===== src/rtl/zone_guard_pkg.sv =====
/*
 * Constants shared by the two-zone password guard and its zone unit.
 * Assumes a single system clock and an active-low asynchronous reset.
 */
package zone_guard_pkg;
    localparam int KEY_BITS    = 128;
    localparam int HALF_BITS   = 64;
    localparam int WORD_BITS   = 32;
    localparam int WORD_COUNT  = 4;
    localparam int WORD_IDX_W  = 2;
    localparam int ZONE_COUNT  = 2;
    localparam logic [WORD_COUNT-1:0] ALL_WORDS_SEEN = 4'hF;
    localparam logic [WORD_COUNT-1:0] NO_WORDS_SEEN  = 4'h0;
    localparam logic [WORD_BITS-1:0]  WORD_ERASED    = 32'hFFFFFFFF;
    localparam logic [WORD_BITS-1:0]  WORD_ZERO      = 32'h00000000;
    // Reset state of every zone: locked, emulation guard armed
    localparam logic LOCKED_AT_RESET = 1'b1;
    localparam logic GUARD_AT_RESET  = 1'b1;
    // Zone owner codes on the access ports
    localparam logic [1:0] OWNER_NONE = 2'h0;
    localparam logic [1:0] OWNER_ONE  = 2'h1;
    localparam logic [1:0] OWNER_TWO  = 2'h2;
    typedef enum logic [1:0] {
        ACC_FETCH,
        ACC_READ,
        ACC_WRITE,
        ACC_DEBUG
    } access_e;
endpackage : zone_guard_pkg


===== src/rtl/dual_zone_password_guard.sv =====
/*
 * Two-zone password guard: per-zone lock and emulation guard, access
 * filtering for fetch, read, write and debug, debug register masking.
 * Assumes the CPU reports owner zone of each access and of the PC, and
 * that password reads arrive from the settings area on the same clock.
 */
// Summary of operation
// - Locked zone memory is hidden from debug, external code and loaders.
// - A zone unlocks when the written 128-bit key equals its password.
// - An all-ones password unlocks the zone on dummy read, key ignored.
// - Halting in secure code trips the guard and cuts the debug link.
// - Matching the lower 64 key bits disarms the guard; reads stay blocked.
// - An all-zero lower password half disarms the guard on dummy read.
// - Debug register reads other than the PC show zero while running locked code.
// - Instruction fetch from the security settings area is refused.
// - No hardware wait-in-reset mode exists for debugger attach.
// - One locked zone's memory is denied to the other zone's code for reads and writes; fetches are granted.
// - Execute-only memory denies reads and writes, allows fetch only.
`timescale 1ns/1ps
`default_nettype none
module dual_zone_password_guard #(
    parameter int DATA_W = zone_guard_pkg::WORD_BITS
) (
    input  wire logic                                  clock_i,
    input  wire logic                                  resetn_i,
    // Key register writes
    input  wire logic                                  key_we_i,
    input  wire logic                                  key_zone_i,
    input  wire logic [zone_guard_pkg::WORD_IDX_W-1:0] key_idx_i,
    input  wire logic [zone_guard_pkg::WORD_BITS-1:0]  key_data_i,
    // Dummy reads of the password words
    input  wire logic                                  pwd_rd_i,
    input  wire logic                                  pwd_zone_i,
    input  wire logic [zone_guard_pkg::WORD_IDX_W-1:0] pwd_idx_i,
    input  wire logic [zone_guard_pkg::WORD_BITS-1:0]  pwd_data_i,
    // Memory access check
    input  wire logic                                  acc_valid_i,
    input  wire logic [1:0]                            acc_kind_i,
    input  wire logic [1:0]                            acc_owner_i,
    input  wire logic                                  acc_exec_only_i,
    input  wire logic                                  acc_settings_i,
    input  wire logic [1:0]                            code_owner_i,
    input  wire logic                                  code_external_i,
    output logic                                       acc_grant_o,
    output logic                                       acc_deny_o,
    // Debug
    input  wire logic                                  cpu_halted_i,
    input  wire logic [1:0]                            pc_owner_i,
    input  wire logic                                  dbg_rd_i,
    input  wire logic                                  dbg_rd_pc_i,
    input  wire logic [DATA_W-1:0]                     dbg_rd_data_i,
    output logic [DATA_W-1:0]                          dbg_rd_data_o,
    output logic                                       debug_cut_o,
    output logic                                       zone_one_locked_o,
    output logic                                       zone_two_locked_o,
    output logic                                       zone_one_guard_o,
    output logic                                       zone_two_guard_o
);
    logic [zone_guard_pkg::ZONE_COUNT-1:0] locked;
    logic [zone_guard_pkg::ZONE_COUNT-1:0] armed;
    logic                                  owner_locked;
    logic                                  code_locked;
    logic                                  pc_armed;
    logic                                  same_zone;
    logic                                  next_deny;
    logic                                  sync_a;
    logic                                  sync_b;
    logic                                  sync_c;

    // One unit per zone
    genvar z;
    generate
        for (z = 0; z < zone_guard_pkg::ZONE_COUNT; z++) begin : g_zone
            zone_unit u_zone (
                .clock_i       (clock_i),
                .resetn_i      (resetn_i),
                .key_we_i      (key_we_i && (key_zone_i == 1'(z))),
                .key_idx_i     (key_idx_i),
                .key_data_i    (key_data_i),
                .pwd_rd_i      (pwd_rd_i && (pwd_zone_i == 1'(z))),
                .pwd_idx_i     (pwd_idx_i),
                .pwd_data_i    (pwd_data_i),
                .locked_o      (locked[z]),
                .guard_armed_o (armed[z])
            );
        end
    endgenerate

    assign zone_one_locked_o = locked[0];
    assign zone_two_locked_o = locked[1];
    assign zone_one_guard_o  = armed[0];
    assign zone_two_guard_o  = armed[1];

    // Lock state of the zone owning the access and of the running code
    always_comb begin
        owner_locked = 1'b0;
        code_locked  = 1'b0;
        pc_armed     = 1'b0;
        case (acc_owner_i)
            zone_guard_pkg::OWNER_ONE: owner_locked = locked[0];
            zone_guard_pkg::OWNER_TWO: owner_locked = locked[1];
            default:                   owner_locked = 1'b0;
        endcase
        case (code_owner_i)
            zone_guard_pkg::OWNER_ONE: code_locked = locked[0];
            zone_guard_pkg::OWNER_TWO: code_locked = locked[1];
            default:                   code_locked = 1'b0;
        endcase
        case (pc_owner_i)
            zone_guard_pkg::OWNER_ONE: pc_armed = armed[0];
            zone_guard_pkg::OWNER_TWO: pc_armed = armed[1];
            default:                   pc_armed = 1'b0;
        endcase
    end

    assign same_zone = (acc_owner_i == code_owner_i);

    // Access decision
    always_comb begin
        next_deny = 1'b0;
        case (zone_guard_pkg::access_e'(acc_kind_i))
            zone_guard_pkg::ACC_FETCH: begin
                next_deny = acc_settings_i
                         || (owner_locked && code_external_i);
            end
            zone_guard_pkg::ACC_READ,
            zone_guard_pkg::ACC_WRITE: begin
                next_deny = acc_exec_only_i
                         || (owner_locked && !same_zone)
                         || (owner_locked && code_external_i);
            end
            zone_guard_pkg::ACC_DEBUG: begin
                next_deny = owner_locked || acc_exec_only_i;
            end
            default: next_deny = 1'b1;
        endcase
    end

    // Registered grant and deny
    always_ff @(posedge clock_i or negedge resetn_i) begin
        if (!resetn_i) begin
            acc_grant_o <= 1'b0;
            acc_deny_o  <= 1'b0;
        end else begin
            acc_grant_o <= acc_valid_i && !next_deny;
            acc_deny_o  <= acc_valid_i && next_deny;
        end
    end

    // Halt pin from the debug side: three-stage synchroniser
    always_ff @(posedge clock_i or negedge resetn_i) begin
        if (!resetn_i) begin
            sync_a <= 1'b0;
            sync_b <= 1'b0;
            sync_c <= 1'b0;
        end else begin
            sync_a <= cpu_halted_i;
            sync_b <= sync_a;
            sync_c <= sync_b;
        end
    end

    // Guard trip: sticky until reset; no wait-in-reset bypass exists
    always_ff @(posedge clock_i or negedge resetn_i) begin
        if (!resetn_i) begin
            debug_cut_o <= 1'b0;
        end else if (sync_b && sync_c && pc_armed) begin
            debug_cut_o <= 1'b1;
        end
    end

    // Debug register read masking while locked code runs
    always_ff @(posedge clock_i or negedge resetn_i) begin
        if (!resetn_i) begin
            dbg_rd_data_o <= '0;
        end else if (dbg_rd_i) begin
            if ((code_locked || debug_cut_o) && !dbg_rd_pc_i) begin
                dbg_rd_data_o <= '0;
            end else begin
                dbg_rd_data_o <= dbg_rd_data_i;
            end
        end
    end
endmodule : dual_zone_password_guard
`default_nettype wire


===== src/rtl/zone_unit.sv =====
/*
 * One security zone: password capture from dummy reads, key compare,
 * lock state and emulation guard state.
 * Assumes key and password strobes come from same-clock logic.
 */
`timescale 1ns/1ps
`default_nettype none
module zone_unit (
    input  wire logic                                  clock_i,
    input  wire logic                                  resetn_i,
    input  wire logic                                  key_we_i,
    input  wire logic [zone_guard_pkg::WORD_IDX_W-1:0] key_idx_i,
    input  wire logic [zone_guard_pkg::WORD_BITS-1:0]  key_data_i,
    input  wire logic                                  pwd_rd_i,
    input  wire logic [zone_guard_pkg::WORD_IDX_W-1:0] pwd_idx_i,
    input  wire logic [zone_guard_pkg::WORD_BITS-1:0]  pwd_data_i,
    output logic                                       locked_o,
    output logic                                       guard_armed_o
);
    logic [zone_guard_pkg::KEY_BITS-1:0]   key;
    logic [zone_guard_pkg::KEY_BITS-1:0]   pwd;
    logic [zone_guard_pkg::WORD_COUNT-1:0] seen;
    logic                                  all_seen;
    logic                                  full_match;
    logic                                  half_match;
    logic                                  pwd_erased;
    logic                                  low_zero;

    // Key words written by software
    always_ff @(posedge clock_i or negedge resetn_i) begin
        if (!resetn_i) begin
            key <= '0;
        end else if (key_we_i) begin
            key[key_idx_i*zone_guard_pkg::WORD_BITS +:
                zone_guard_pkg::WORD_BITS] <= key_data_i;
        end
    end

    // Password captured from the latest dummy reads
    always_ff @(posedge clock_i or negedge resetn_i) begin
        if (!resetn_i) begin
            pwd  <= '0;
            seen <= zone_guard_pkg::NO_WORDS_SEEN;
        end else if (pwd_rd_i) begin
            pwd[pwd_idx_i*zone_guard_pkg::WORD_BITS +:
                zone_guard_pkg::WORD_BITS] <= pwd_data_i;
            seen[pwd_idx_i] <= 1'b1;
        end
    end

    assign all_seen   = (seen == zone_guard_pkg::ALL_WORDS_SEEN);
    assign full_match = (key == pwd);
    assign half_match = (key[zone_guard_pkg::HALF_BITS-1:0]
                         == pwd[zone_guard_pkg::HALF_BITS-1:0]);
    assign pwd_erased = (&pwd);
    assign low_zero   = ~(|pwd[zone_guard_pkg::HALF_BITS-1:0]);

    // Lock state: any strobe relocks, then the compare decides each cycle,
    // so a wrong key written over a good one leaves it locked unless the password is all ones
    always_ff @(posedge clock_i or negedge resetn_i) begin
        if (!resetn_i) begin
            locked_o <= zone_guard_pkg::LOCKED_AT_RESET;
        end else if (key_we_i || pwd_rd_i) begin
            locked_o <= zone_guard_pkg::LOCKED_AT_RESET;
        end else begin
            locked_o <= !(all_seen && (pwd_erased || full_match));
        end
    end

    // Emulation guard: disarmed by half key or all-zero low half
    always_ff @(posedge clock_i or negedge resetn_i) begin
        if (!resetn_i) begin
            guard_armed_o <= zone_guard_pkg::GUARD_AT_RESET;
        end else if (key_we_i || pwd_rd_i) begin
            guard_armed_o <= zone_guard_pkg::GUARD_AT_RESET;
        end else begin
            guard_armed_o <= !(all_seen
                               && (pwd_erased || half_match || low_zero));
        end
    end
endmodule : zone_unit
`default_nettype wire


===== config.mk =====
export PLATFORM = sky130hd
export DESIGN_NAME = dual_zone_password_guard
export DESIGN_NICKNAME = d
export VERILOG_FILES = /design/src/rtl/zone_guard_pkg.sv /design/src/rtl/dual_zone_password_guard.sv /design/src/rtl/zone_unit.sv
export SDC_FILE = /design/constraint.sdc
export NUM_CORES = 1
export LEC_CHECK = 0
export BUFFER_PORTS_ARGS = -buffer_cell sky130_fd_sc_hd__buf_2
export CORE_ASPECT_RATIO = 0.7
export CORE_UTILIZATION = 55
export DETAILED_ROUTE_END_ITERATION = 8
export PLACE_DENSITY = 0.76
export SYNTH_ARGS = -nofsm -noshare
export SYNTH_HDL_FRONTEND = slang
export SYNTH_SLANG_ARGS = --single-unit

===== constraint.sdc =====
create_clock -name clock_i -period 1.6 [get_ports clock_i]
set_clock_uncertainty 0.05 [all_clocks]
set_input_delay 0.4 -clock clock_i [delete_from_list [all_inputs] [get_ports clock_i]]
set_output_delay 0.4 -clock clock_i [all_outputs]
set_load 0.05 [all_outputs]

==> flow_summary.toml <==
[clocking]
insertion_delay_ns = 0.59
htree_levels = 2
cts_inserted_buffers = 52
cts_root_buffer = "clkbuf_16"
cts_num_sinks = 562
cts_buffer_depth = 3
path_clk_slew_ns = 0.08
cts_tree = "yes"

[worst_setup_path]
rr_startpoint = "g_zone[1].u_zone.locked_o$_DFF_PN1_"
critical_path_buf_inv_count = 2
reg2reg_to = "dbg_rd_data_o[14]$_DFFE_PN0P_"
startpoint_type = "flip-flop"
slowest_stage = "dfstp_2"
reg2reg_depth = 8
r2r_slack_ns = -0.49
endpoint_kind = "flip-flop"
critPathMaxFanout = 8
crit_family = "flip-flops"
worstPathArrival_ns = 2.44
max_stage_delay_ns = 0.69
worstPathCellList = "a22oi_2 > nor2_2 > nor2_2 > o21a_4 > buf_12 > buf_12 > nand2_8 > o21ai_2"
path_class = "reg2reg"
cp_data_required_time_ns = 1.95

[status]
outcome = "complete, but fails checks"
violations = "negative setup slack"

[synth]
ys.warnings.count = 0
ys_types = 34
synth_cells = 2536
synth_edf_count = 0
synth_ff_type = "dfrtp_1"
synthArstFlopShare = 1.00
syn-cell-area_um2 = 24600
synth_top_area_frac = 0.568
syn_area_per_cell_um2 = 9.69
synthTopCellsByCount = "nand2_1 (719), dfrtp_1 (558), o21ai_0 (444), xor2_1 (256), nor4_1 (118)"
seq_area_frac_synth = 0.573
synth_seq_cells = 562
synth.most_common_cell = "nand2_1"
yosys.area.top_type = "dfrtp_1"
synth.area.top_cells = "dfrtp_1 (57%), nand2_1 (11%), xor2_1 (9.1%), o21ai_0 (9.0%), nor4_1 (3.0%)"
postSynthNetCount = 2676

[flow_run]
cap_violations = 0

[timing]
worstMarginPinSlew_ns = 0.794
setup_viol = 66
slew-limit-headroom = 0.469
rsz0062_at_grt = "true"
max_freq_mhz = 479
setup_ws_ns = -0.488
tns_ns = -11.22
finalCriticalPeriod_ns = 2.09
final_hold_viol_count = 0
period_share = 1.30
report.final.slew_viol_count = 0

[detailed_routing]
drt-total-wl_um = 108000
vias_per_cell = 6.38
vias = 23144
wire_per_inst_um = 29.9
dr.pass1.iters = 5
drc = 0
final_antenna_net_count = 0
dr.first_iter.drc_count = 3119

[cells_and_area]
n_fill_cell = 3071
layout-drive-gt1-share = 0.236
instances_no_fill = 3627
fin_util = 0.727
nets = 3127
syn_to_final_growth_pct = 29.9

[pwr]
p_int_mw = 25.9
p_total_mw = 37.6
p_seq_frac = 0.441
power.share.clock = 0.353
swShare = 0.312
power.density_nw_per_um2 = 1180
ir_drop_mv = 0.855
power_switching_mw = 11.7
combPwrFrac = 0.207
p_leak_nw = 15.9

[global_route]
grt_pass1_vias = 21212
grt_max_degree = 65
grtUsageTotal = 0.460
antenna_found_initial = 11
overflow = 0
grt_pass1_wl_um = 147000

[place]
gp_congestion = 1.05
portBuffers = 159
dp_cells = 3465
hpwl_um = 73800

[floorplan]
dieArea_um2 = 45500
core_region_area_um2 = 43900
die_w_um = 255
std_cell_rows = 64
start_util = 0.560
die_h_um = 179
boundaryPins = 160

[min_path]
hp-start = "dbg_rd_data_i[31]"
hold_end = "dbg_rd_data_o[31]$_DFFE_PN0P_"
worstHoldPathCells = 3
hp-class = "in2reg"
==> routing by layer <==
layer | GRT usage | wire length, um
met2 | 0.618 | 42700
met4 | 0.150 | 5170
met5 | 0 | 219
met1 | 0.666 | 41800
met3 | 0.195 | 18500
==> repair_timing <==
action                                  in CTS  in global routing
endpoints found under the setup margin      73                 74
endpoints found under the hold margin      145                  0
buffers inserted                            12                 17
pin swaps                                   39                 22
gates resized for setup                    182                 77
cloned                                       3                  0
hold buffers                                34                  0
==> kinds of logic (layout without fill, tap and decap cells) <==
logic type                 count (synthesis)  in the layout  share of synthesized area
AOI/OAI and AO/OA                        565            565                      0.127
xor gates and xnor gates                 258            258                     0.0920
DFF                                      562            562                      0.573
buffers and inverters                    174            664                     0.0278
other                                      0              7                          0
and+or+nand+nor                          958            958                      0.171
adders and majority gates                 19             19                    0.00968
==> tightest hold or removal path: stages <==
cell and delay (ns):
buf_2 0.11, nand2_4 0.05, o21ai_2 0.05
==> registers in the layout, summed over array words and instances, names as in the netlist <==
register	flops
g_zone.u_zone.locked_o	2
acc_grant_o	1
sync_b	1
dbg_rd_data_o	32
g_zone.u_zone.pwd	256
acc_deny_o	1
g_zone.u_zone.seen	8
debug_cut_o	1
g_zone.u_zone.key	256
sync_a	1
g_zone.u_zone.guard_armed_o	2
sync_c	1
==> per-stage QoR <==
| stage | cell area [um^2] | worst slack [ns] | hold WS [ns] |
|---|---|---|---|
| floorplan | 24600 | -0.0312 | 0.0544 |
| CTS | 31500 | -0.319 | 0.00561 |
| detailed placement | 28600 | -0.698 | 0.244 |
| global placement | 28600 | -0.807 | 0.244 |
| finish | 31900 | -0.488 | 0.0102 |
| global route | 31900 | -0.497 | 0.00576 |
==> placed cells by master (no fill, tap or decap), types with 12 or more instances in the layout <==
| cell | instances |
|---|---|
| clkbuf_16 | 53 |
| o21ai_0 | 412 |
| nand4_1 | 94 |
| a22o_1 | 63 |
| clkbuf_8 | 14 |
| buf_2 | 119 |
| nor4_1 | 83 |
| nand2_2 | 14 |
| dfrtp_1 | 553 |
| inv_1 | 44 |
| buf_12 | 52 |
| xor2_1 | 250 |
| o21ai_1 | 44 |
| buf_4 | 280 |
| nor4_2 | 34 |
| nand2_4 | 23 |
| nand2_1 | 681 |
| o21ai_2 | 26 |
| clkinv_2 | 12 |
| dlygate4sd3_1 | 34 |
| ha_1 | 16 |
| buf_6 | 35 |
==> area by class of cell <==
cell class	count	area [um^2]	area share
inverters	44	165	0.00518
clock inverters	18	218	0.00682
clock buffers	75	1550	0.0485
multi-input cells	1800	10600	0.331
repair buffers	527	4590	0.144
flip-flops and latches	562	14100	0.441
diodes	7	17.5	0.000549
well taps	594	743	0.0233
==> power groups by stage <==
stage          Combinational (mW)  Sequential (mW)  Clock [mW]
2_1_floorplan                2.54             16.7           0
3_3_place_gp                 6.54             16.6           0
3_5_place_dp                 6.64             16.7           0
4_1_cts                      7.07             16.5        13.1
5_1_grt                      8.05             16.6        13.8
6_report                     7.77             16.6        13.2
==> how the worst max path moves through the flow <==
stage / from / endpoint / slack (ns) / depth (start not counted)
after floorplan: g_zone[1].u_zone.locked_o$_DFF_PN1_ / dbg_rd_data_o[10]$_DFFE_PN0P_ / -0.03 / 7
after global placement: g_zone[0].u_zone.pwd[62]$_DFFE_PN0P_ / g_zone[0].u_zone.locked_o$_DFF_PN1_ / -0.81 / 8
after detailed placement: g_zone[0].u_zone.pwd[62]$_DFFE_PN0P_ / g_zone[0].u_zone.guard_armed_o$_DFF_PN1_ / -0.70 / 8
after CTS: g_zone[1].u_zone.pwd[42]$_DFFE_PN0P_ / g_zone[1].u_zone.locked_o$_DFF_PN1_ / -0.32 / 7
after global routing: g_zone[1].u_zone.locked_o$_DFF_PN1_ / dbg_rd_data_o[14]$_DFFE_PN0P_ / -0.50 / 8
final: g_zone[1].u_zone.locked_o$_DFF_PN1_ / dbg_rd_data_o[14]$_DFFE_PN0P_ / -0.49 / 8
(Power assumes the default switching activity.)
